[src/core/ext_mem_pkg.sv]
// Package of constants and carrier types for the external memory controller.
`default_nettype none
package ext_mem_pkg;
  localparam int ADDR_W = 22;                 // Byte address width.
  localparam logic [21:0] TOP_ADDR = 22'h3fffff;
  localparam int WORD_ADDR_W = 21;            // Word address width.
  localparam int DATA_W = 16;
  localparam int CODE_ADDR_W = 17;            // Byte address of code space.
  localparam int SECT_SHIFT = 14;             // Overlay section size power.
  localparam int SECT_NUM = 8;                // Overlay sections in code space.
  localparam int SECT_IDX_W = 3;
  localparam int ROM_ADDR_W = 12;             // Internal ROM reach.
  localparam logic [16:0] ROM_LIMIT = 17'h01000;
  localparam int STRAP_BIT = 0;               // Data pin sensed at reset.
  localparam int SLOW_CYCLES = 4;             // Strobe cycles after reset.
  localparam int FAST_CYCLES = 1;
  localparam int CNT_W = 3;

  typedef enum logic [1:0] {
    ORG_X8 = 2'b00,
    ORG_2X8 = 2'b01,
    ORG_X16 = 2'b10
  } mem_org_e;

  // Request from the core side.
  typedef struct packed {
    logic valid;
    logic code;
    logic write;
    logic byte_op;
    logic [ADDR_W-1:0] addr;
    logic [DATA_W-1:0] wdata;
  } mem_req_s;

  // Pin bundle, all strobes active low.
  typedef struct packed {
    logic code_cs_n;
    logic data_cs_n;
    logic [WORD_ADDR_W-1:0] addr;
    logic shared_lsb_or_high_byte_strobe;
    logic low_write_strobe_n;
    logic read_output_enable_n;
    logic lower_byte_enable_n;
  } mem_pins_s;
endpackage
`default_nettype wire

[src/core/overlay_map.sv]
// Overlay translation of code space addresses into top of data space.
`default_nettype none
module overlay_map
  import ext_mem_pkg::*;
(
  input wire logic [CODE_ADDR_W-1:0] code_addr_in,
  input wire logic [SECT_NUM-1:0] sect_en_in,
  input wire logic [ADDR_W-1:0] mem_top_in,
  output logic hit_out,
  output logic [ADDR_W-1:0] data_addr_out
);
  // Section index and its enable; ROM never overlays.
  wire [SECT_IDX_W-1:0] sect;
  wire in_rom;
  wire [ADDR_W-1:0] base;
  assign sect = code_addr_in[CODE_ADDR_W-1:SECT_SHIFT];
  assign in_rom = code_addr_in < ROM_LIMIT;
  // Sections stack downward from the top of physical memory.
  assign base = mem_top_in + 22'h1
    - ({19'h0, sect} + 22'h1) * (22'h1 << SECT_SHIFT);
  assign hit_out = sect_en_in[sect] & ~in_rom;
  assign data_addr_out = base
    | {8'h0, code_addr_in[SECT_SHIFT-1:0]};
endmodule // overlay_map
`default_nettype wire

[src/core/ext_mem_ctrl.sv]
// External code and data memory controller with strap sensing.
// Behaviour
// Separate chip selects for code space and data space.
// Address reach of 4 MB, data space up to 2M x 16.
// Code space reachable via overlay, except internal ROM.
// Enabled 16 KB overlay sections, 128 KB total, allocated down from top.
// No speed sensing; slow strobes after reset until firmware speeds up.
// Host downloads firmware into RAM when no non-volatile code exists.
// Data SRAM should be 16 bits wide for full protocol rate.
// At least 128 KB of SRAM, 8 or 16 bits wide.
// Code and data widths independently 8 or 16 bits.
// Memory organization taken from a data pin during reset.
// 8-bit space: shared pin is address LSB, low strobe writes.
// Two x8 parts: shared pin high byte strobe, low strobe low byte.
// One x16 part: shared pin upper enable, dedicated pin lower enable.
// Strobe set follows per-space configuration without glue logic.
// Each space built from one organization only.
// Only the accessed space's chip select is active.
// Byte write to 16-bit space strobes only the addressed byte.
`default_nettype none
module ext_mem_ctrl
  import ext_mem_pkg::*;
(
  input wire logic core_clk_in,
  input wire logic sys_rst_in,
  input wire mem_req_s req_in,
  input wire mem_org_e code_org_in,
  input wire logic data_org_fw_in,
  input wire logic fast_clk_in,
  input wire logic [SECT_NUM-1:0] sect_en_in,
  input wire logic [ADDR_W-1:0] mem_top_in,
  input wire logic [DATA_W-1:0] memory_data_bus_in,
  output mem_pins_s pins_out,
  output logic [DATA_W-1:0] memory_data_bus_out,
  output logic [DATA_W-1:0] memory_data_bus_oe_n_out,
  output logic busy_out,
  output logic done_out,
  output logic [DATA_W-1:0] rdata_out,
  output mem_org_e data_org_out
);
  typedef enum logic [1:0] {
    ST_IDLE = 2'b00,
    ST_STROBE = 2'b01,
    ST_HOLD = 2'b10
  } state_e;

  // Sequencer state and the access latched at the take.
  state_e state;
  state_e next_state;
  logic [CNT_W-1:0] cnt;
  logic strap_taken;
  logic in_reset_d;
  mem_req_s cur;
  logic cur_overlay;
  mem_org_e cur_org;
  // Overlay translation of the request on offer.
  wire ovl_hit;
  wire [ADDR_W-1:0] ovl_addr;
  // Effective target of the request on offer.
  wire eff_data;
  wire [ADDR_W-1:0] eff_addr;
  wire mem_org_e eff_org;
  wire [CNT_W-1:0] strobe_len;
  // Sequencer events.
  wire take;
  wire strobe_last;
  wire strobe_on;
  wire hold_on;
  // Attributes of the access in flight, valid from the take onward.
  wire acc_idle;
  wire acc_data;
  wire acc_write;
  wire acc_byte;
  wire acc_a0;
  wire mem_org_e acc_org;
  wire [ADDR_W-1:0] acc_addr;
  wire [DATA_W-1:0] acc_wdata;
  wire hi_sel;
  wire lo_sel;
  wire [2:0] strb;
  // Next values of every registered pin except the write data bus, and of the status outputs.
  wire next_code_cs_n;
  wire next_data_cs_n;
  wire [WORD_ADDR_W-1:0] next_addr;
  wire next_shared;
  wire next_low_we_n;
  wire next_lower_be_n;
  wire next_oe_n;
  wire [DATA_W-1:0] next_bus_oe_n;
  wire next_busy;
  wire next_done;
  wire cap_read;
  wire mem_org_e next_data_org;

  // Decides strobe bits for an organization, byte lane and direction.
  function automatic logic [2:0] strobes(input mem_org_e org,
    input logic wr, input logic hi, input logic lo, input logic a0);
    logic [2:0] s;
    s = 3'h7; // {shared, low write, lower enable}, all inactive high.
    case (org)
      ORG_X8: s = {a0, ~wr, 1'b1};
      ORG_2X8: s = {~(wr & hi), ~(wr & lo), 1'b1};
      ORG_X16: s = {~hi, ~wr, ~lo};
      default: s = 3'h7;
    endcase
    return s;
  endfunction

  // Organization chosen by the strap bit and the firmware selection.
  // Only a single x16 part is told apart by the pin; the two x8 flavours
  // look alike to the strap, so firmware has to name the one fitted.
  function automatic mem_org_e strap_org(input logic strap,
    input logic pair);
    mem_org_e org;
    org = ORG_X8;
    if (strap) begin
      org = ORG_X16;
    end else if (pair) begin
      org = ORG_2X8;
    end
    return org;
  endfunction

  // Cycle walk of one access, counted in edges from the take edge c0:
  //   c0   the request is taken; select, address, strobes and write
  //        data are registered from the request itself, so the strobes
  //        already stand in the first cycle after the take.
  //   c1   end of the first strobe cycle; a fast access strobes once.
  //   cN   end of the last strobe cycle; read data is captured here,
  //        after the output enable has stood for the whole cycle.
  //   cN+1 end of the hold cycle, in which strobes are released while
  //        select, address and write data stay for the memory's hold.
  //   After cN+1 the select is released and the sequencer is idle.
  // N is the strobe length: SLOW_CYCLES after reset, FAST_CYCLES once
  // firmware has raised the clock rate. The slow setting costs three
  // extra cycles per access but lets a slow boot part be copied safely.
  // Select and strobes fall on the same edge; the memories need no setup
  // of select ahead of their strobes, and this saves a cycle per access.
  // A request offered while busy is simply not taken; the requester has
  // to hold it until busy rises.

  // Overlay translation for code fetches.
  overlay_map u_ovl (
    .code_addr_in(req_in.addr[CODE_ADDR_W-1:0]),
    .sect_en_in(sect_en_in),
    .mem_top_in(mem_top_in),
    .hit_out(ovl_hit),
    .data_addr_out(ovl_addr)
  );

  // Route overlaid code fetches into data space; each space keeps its org.
  assign eff_data = ~req_in.code | ovl_hit;
  assign eff_addr = (req_in.code & ovl_hit) ? ovl_addr
    : (req_in.addr & TOP_ADDR);
  assign eff_org = eff_data ? data_org_out : code_org_in;

  // Slow strobes until firmware selects the normal rate; the rate is not
  // sensed, so a wrong setting shows up only as failed reads.
  assign strobe_len = fast_clk_in ? CNT_W'(FAST_CYCLES)
    : CNT_W'(SLOW_CYCLES);

  // Sequencer events; a request is only taken once the strap is known.
  assign take = (state == ST_IDLE) & req_in.valid & strap_taken;
  assign strobe_last = (state == ST_STROBE) & (cnt == '0);
  assign strobe_on = (next_state == ST_STROBE);
  assign hold_on = (next_state == ST_HOLD);

  // At the take edge the latch is not loaded yet, so the pins are fed
  // from the request on offer; afterwards from the latched access.
  assign acc_idle = (state == ST_IDLE);
  assign acc_data = acc_idle ? eff_data : cur_overlay;
  assign acc_write = acc_idle ? req_in.write : cur.write;
  assign acc_byte = acc_idle ? req_in.byte_op : cur.byte_op;
  assign acc_addr = acc_idle ? eff_addr : cur.addr;
  assign acc_a0 = acc_addr[0];
  assign acc_org = acc_idle ? eff_org : cur_org;
  assign acc_wdata = acc_idle ? req_in.wdata : cur.wdata;

  // Byte lanes and the strobe set for the access in flight.
  assign hi_sel = ~acc_byte | acc_a0;
  assign lo_sel = ~acc_byte | ~acc_a0;
  assign strb = strobes(acc_org, acc_write, hi_sel, lo_sel, acc_a0);

  // Only the selected space sees its select, from take through hold.
  assign next_code_cs_n = ~((next_state != ST_IDLE)
    & ~acc_data);
  assign next_data_cs_n = ~((next_state != ST_IDLE)
    & acc_data);

  // Word address; the byte bit goes out on the shared pin when needed.
  assign next_addr = acc_addr[ADDR_W-1:1];

  // Strobes stand for the strobe cycles only. An x8 space keeps its
  // address bit on the shared pin through the hold cycle, so the
  // address does not move under the trailing edge of the strobe.
  assign next_shared = strobe_on ? strb[2]
    : (hold_on & (acc_org == ORG_X8)) ? acc_a0 : 1'b1;
  assign next_low_we_n = strobe_on
    ? (strb[1] | ~acc_write) : 1'b1;
  assign next_lower_be_n = strobe_on ? strb[0] : 1'b1;
  assign next_oe_n = strobe_on ? acc_write : 1'b1;

  // Write data is driven from the take through the hold cycle, which
  // gives data setup before and hold after the strobe's rising edge.
  assign next_bus_oe_n = ((next_state != ST_IDLE) & acc_write)
    ? '0 : '1;

  // Status, read capture and the strap decode.
  assign next_busy = ~strap_taken | (next_state != ST_IDLE);
  assign next_done = strobe_last;
  assign cap_read = strobe_last & ~cur.write;
  assign next_data_org = strap_org(memory_data_bus_in[STRAP_BIT],
    data_org_fw_in);

  // Next-state decode.
  always_comb begin
    next_state = state;
    case (state)
      ST_IDLE: if (take) next_state = ST_STROBE;
      ST_STROBE: if (cnt == '0) next_state = ST_HOLD;
      ST_HOLD: next_state = ST_IDLE;
      default: next_state = ST_IDLE;
    endcase
  end

  // Capture the organization strap on the first edge after reset release;
  // the pin must still be held by the board on that edge, after reset is released.
  always_ff @(posedge core_clk_in) begin
    in_reset_d <= sys_rst_in;
    if (sys_rst_in) begin
      strap_taken <= 1'b0;
      data_org_out <= ORG_X8;
    end else if (in_reset_d) begin
      strap_taken <= 1'b1;
      data_org_out <= next_data_org;
    end
  end

  // Sequencer state and the latched access.
  always_ff @(posedge core_clk_in) begin
    if (sys_rst_in) begin
      state <= ST_IDLE;
      cnt <= '0;
      cur <= '0;
      cur_overlay <= 1'b0;
      cur_org <= ORG_X8;
    end else begin
      state <= next_state;
      if (take) begin
        cur <= req_in;
        cur.addr <= eff_addr;
        cur_overlay <= eff_data;
        cur_org <= eff_org;
        cnt <= strobe_len - CNT_W'(1);
      end else if (cnt != '0) begin
        cnt <= cnt - CNT_W'(1);
      end
    end
  end

  // Pin registers; every pin leaves a flip-flop, so no decode glitch
  // reaches the memories.
  always_ff @(posedge core_clk_in) begin
    if (sys_rst_in) begin
      pins_out <= '1;
      pins_out.addr <= '0;
      memory_data_bus_oe_n_out <= '1;
      memory_data_bus_out <= '0;
    end else begin
      pins_out.code_cs_n <= next_code_cs_n;
      pins_out.data_cs_n <= next_data_cs_n;
      pins_out.addr <= next_addr;
      pins_out.shared_lsb_or_high_byte_strobe <= next_shared;
      pins_out.low_write_strobe_n <= next_low_we_n;
      pins_out.lower_byte_enable_n <= next_lower_be_n;
      pins_out.read_output_enable_n <= next_oe_n;
      memory_data_bus_oe_n_out <= next_bus_oe_n;
      memory_data_bus_out <= acc_wdata;
    end
  end

  // Status and read data capture at the end of the last strobe cycle.
  always_ff @(posedge core_clk_in) begin
    if (sys_rst_in) begin
      busy_out <= 1'b1;
      done_out <= 1'b0;
      rdata_out <= '0;
    end else begin
      busy_out <= next_busy;
      done_out <= next_done;
      if (cap_read) begin
        rdata_out <= memory_data_bus_in;
      end
    end
  end
endmodule // ext_mem_ctrl
`default_nettype wire

[config.mk]
export PLATFORM = sky130hd
export DESIGN_NAME = ext_mem_ctrl
export DESIGN_NICKNAME = d
export VERILOG_FILES = /design/src/core/ext_mem_pkg.sv /design/src/core/overlay_map.sv /design/src/core/ext_mem_ctrl.sv
export SDC_FILE = /design/constraint.sdc
export NUM_CORES = 1
export LEC_CHECK = 0
export BUFFER_PORTS_ARGS = -buffer_cell sky130_fd_sc_hd__buf_2
export CAP_MARGIN = 20
export CORE_UTILIZATION = 48
export CTS_BUF_LIST = sky130_fd_sc_hd__clkbuf_2
export DETAILED_ROUTE_END_ITERATION = 8
export GPL_TIMING_DRIVEN = 0
export PLACE_DENSITY = 0.87
export SYNTH_ARGS = -nofsm -noshare
export SYNTH_HDL_FRONTEND = slang
export SYNTH_HIERARCHICAL = 1
export SYNTH_SLANG_ARGS = --single-unit
[constraint.sdc]
create_clock -name core_clk_in -period 2.76 [get_ports core_clk_in]
set_clock_uncertainty 0.15 [all_clocks]
set_input_delay 0.138 -clock core_clk_in [delete_from_list [all_inputs] [get_ports core_clk_in]]
set_output_delay 0.138 -clock core_clk_in [all_outputs]
set_load 0.05 [all_outputs]
==> flow_metrics.env <==
export IMPL_outcome="finished, final reports clean"
export IMPL_p_comb_share_pct=35.5
export IMPL_area_growth_pct=34.8
export IMPL_cts_max_path_buffers=2
export IMPL_critPathMaxFanout=10
export IMPL_placementRows=39
export IMPL_io_buffers=172
export IMPL_routedWlPerCell_um=14.2
export IMPL_die_area_um2=12300
export IMPL_root_buffer="clkbuf_2"
export IMPL_synth_edf_count=0
export IMPL_switching_share_pct=37.8
export IMPL_arrival_ns=3.15
export IMPL_tightest_slew_ns=0.579
export IMPL_synth_cell_type_count=57
export IMPL_synth_area_um2=5680
export IMPL_place_gp_congestion=0.925
export IMPL_synth_area_leaders="dfxtp_1 40%, nand2_1 8.3%, a211oi_1 6.5%"
export IMPL_async_reset_ff_share_pct=0
export IMPL_design_area_um2=7650
export IMPL_period_share_pct=99.5
export IMPL_die_y_um=111
export IMPL_viasPerCell=5.27
export IMPL_power_density_nw_per_um2=589
export IMPL_track_usage_pct=25.8
export IMPL_chipWidth_um=111
export IMPL_clock_sinks=114
export IMPL_irDropWorstVdd_mv=0.398
export IMPL_clkLatencyLatePin_ns=0.63
export IMPL_route_vias_total=5813
export IMPL_synth_most_common_cell="nand2_1"
export IMPL_hold_viol_final=0
export IMPL_leakagePower_nw=3.59
export IMPL_drive_gt1_share_pct=26.3
export IMPL_io_pin_count=173
export IMPL_post_dp_cell_area_um2=6720
export IMPL_ant_nets=0
export IMPL_fmax_mhz=364
export IMPL_setup_viol=0
export IMPL_grt_pass1_vias=5518
export IMPL_num_antenna_cells=0
export IMPL_fillers=936
export IMPL_ys_flop_type="dfxtp_1"
export IMPL_p_switching_mw=1.70
export IMPL_synth_yosys_seq_area_share_pct=40.2
export IMPL_hpwl_um=10800
export IMPL_synth_top_cells_by_count="126 x nand2_1, 114 x dfxtp_1, 68 x nor2_1, 65 x a21oi_1, 49 x a211oi_1"
export IMPL_pre_cts_ws_ns=-0.341
export IMPL_grt_ovfl_total=0
export IMPL_grt_start_max_net_pins=17
export IMPL_post_route_util_pct=66.7
export IMPL_cts_buffers=17
export IMPL_rsz0062_at_grt="false"
export IMPL_drt_iter0_markers=438
export IMPL_dr_pass1_iters=5
export IMPL_max_cap_violations=0
export IMPL_drc=0
export IMPL_antenna_found_initial=1
export IMPL_synth_top_area_share_pct=40.2
export IMPL_pwr_share_seq_pct=41.9
export IMPL_pwr_share_clk_pct=22.6
export IMPL_cp_end_kind="flop"
export IMPL_drt_total_wl_um=15700
export IMPL_synth_top_cell_by_area="dfxtp_1"
export IMPL_syn_num_nets=807
export IMPL_holdWs_ns=0.0935
export IMPL_slew_headroom_pct=61.4
export IMPL_clk_pin_slew_ns=0.16
export IMPL_synth_ff_latch_count=114
export IMPL_core_um2=11500
export IMPL_crit_required_ns=3.16
export IMPL_holdCritPathClass="in2reg"
export IMPL_period_minus_slack_ns=2.75
export IMPL_h_tree_depth=4
export IMPL_critPathKind="in2reg"
export IMPL_p_int_mw=2.80
export IMPL_grt_pass1_wl_um=25700
export IMPL_yosysWarnings=6
export IMPL_setup_ws_ns=0.0127
export IMPL_cts_tree="done"
export IMPL_layout_nets=1069
export IMPL_start_util_pct=49.5
export IMPL_synthCells=684
export IMPL_syn_area_per_cell_um2=8.30
export IMPL_start_kind="input port"
export IMPL_drv_slew=0
## sequential cells by signal, summed over array words and instances, names as in the netlist, 2 cells and up
register	count
data_org_out	2
cur	40
state	2
rdata_out	16
pins_out	27
cur_org	2
cnt	3
memory_data_bus_out	16
## routing by layer
metal  global-route usage, %  routed length, um
met1                    30.3               6740
met2                    45.0               7720
met3                    6.62                951
met4                    9.69                269
met5                       0                 14
## worst paths after layout
| check | start | endpoint | slack [ns] | cells past startpoint |
|---|---|---|---|---|
| max | req_in[30] | pins_out[22]$_SDFF_PP0_ | 0.01 | 14 |
| min | mem_top_in[20] | cur[37]$_SDFFE_PP0P_ | 0.09 | 5 |
| max reg2reg | state[0]$_SDFF_PP0_ | cnt[2]$_SDFFE_PP0P_ | 0.58 | 8 |
| min reg2reg | rdata_out[0]$_SDFFE_PP0P_ | rdata_out[0]$_SDFFE_PP0P_ | 0.31 | 2 |
## layout make-up
class / count / area (um^2) / share of cell area (%)
Clock buffer: 20 / 100 / 1.31
Tap cell: 143 / 179 / 2.34
Clock inverter: 12 / 116 / 1.52
Buffer: 52 / 287 / 3.74
Inverter: 26 / 97.6 / 1.28
Multi-Input combinational cell: 492 / 3020 / 39.5
Sequential cell: 114 / 2280 / 29.8
Timing Repair Buffer: 243 / 1570 / 20.5
## cell families (layout without fill, tap and decap cells)
kind of cell | count (synthesis) | count (layout) | synth area share [%]
buffers and inverters | 78 | 353 | 6.77
and+or+nand+nor | 251 | 251 | 19.3
DFF | 114 | 114 | 40.2
AOI/OAI and AO/OA | 166 | 166 | 19.3
xor gates and xnor gates | 17 | 17 | 2.62
muxes | 29 | 29 | 5.36
adders and majority gates | 29 | 29 | 6.39
## cells in the final DEF, fill, tap and decap left out, types with 20 or more instances in the layout
cell type	Yosys	final
mux2i_1	27	27
inv_1	26	26
a211oi_1	49	47
a21oi_1	65	65
dfxtp_1	114	114
nor2_1	68	68
buf_2	13	185
dlygate4sd3_1	0	71
clkbuf_2	0	20
ha_1	29	29
nand2_1	126	126
## worst max-delay path: stages
cell and delay [ns]:
buf_2 0.16, ha_1 0.29, inv_1 0.04, ha_1 0.28, ha_1 0.29, buf_2 0.17
a21o_1 0.22, nor4_1 0.16, o21ai_1 0.13, a32oi_2 0.20, xnor2_1 0.15, mux2i_1 0.09
dlygate4sd3_1 0.61, a211oi_2 0.23
## timing repair
action | in CTS | in global routing
hold buffers | 71 | 0
gates resized for setup | 0 | 4
setup buffers | 0 | 0
endpoints found under the setup margin | 0 | 7
hold endpoints to repair | 111 | 0
## power groups by stage
| stage | logic [mW] | clock network [mW] | registers (mW) |
|---|---|---|---|
| final | 1.60 | 1.02 | 1.89 |
| after detailed placement | 1.49 | 0 | 1.92 |
| after floorplan | 0.793 | 0 | 2.25 |
| after CTS | 1.58 | 1.04 | 1.89 |
| after global routing | 1.72 | 1.13 | 1.91 |
| after global placement | 1.47 | 0 | 1.92 |
## stage by stage
step	setup TNS (ns)	total power, mW	instances
final	0	4.51	1102
after global routing	0	4.76	1102
after CTS	0	4.51	1102
after detailed placement	-1.25	3.41	999
after global placement	-0.977	3.39	999
after floorplan	0	3.04	684
Power figures use the tool's default switching activity.
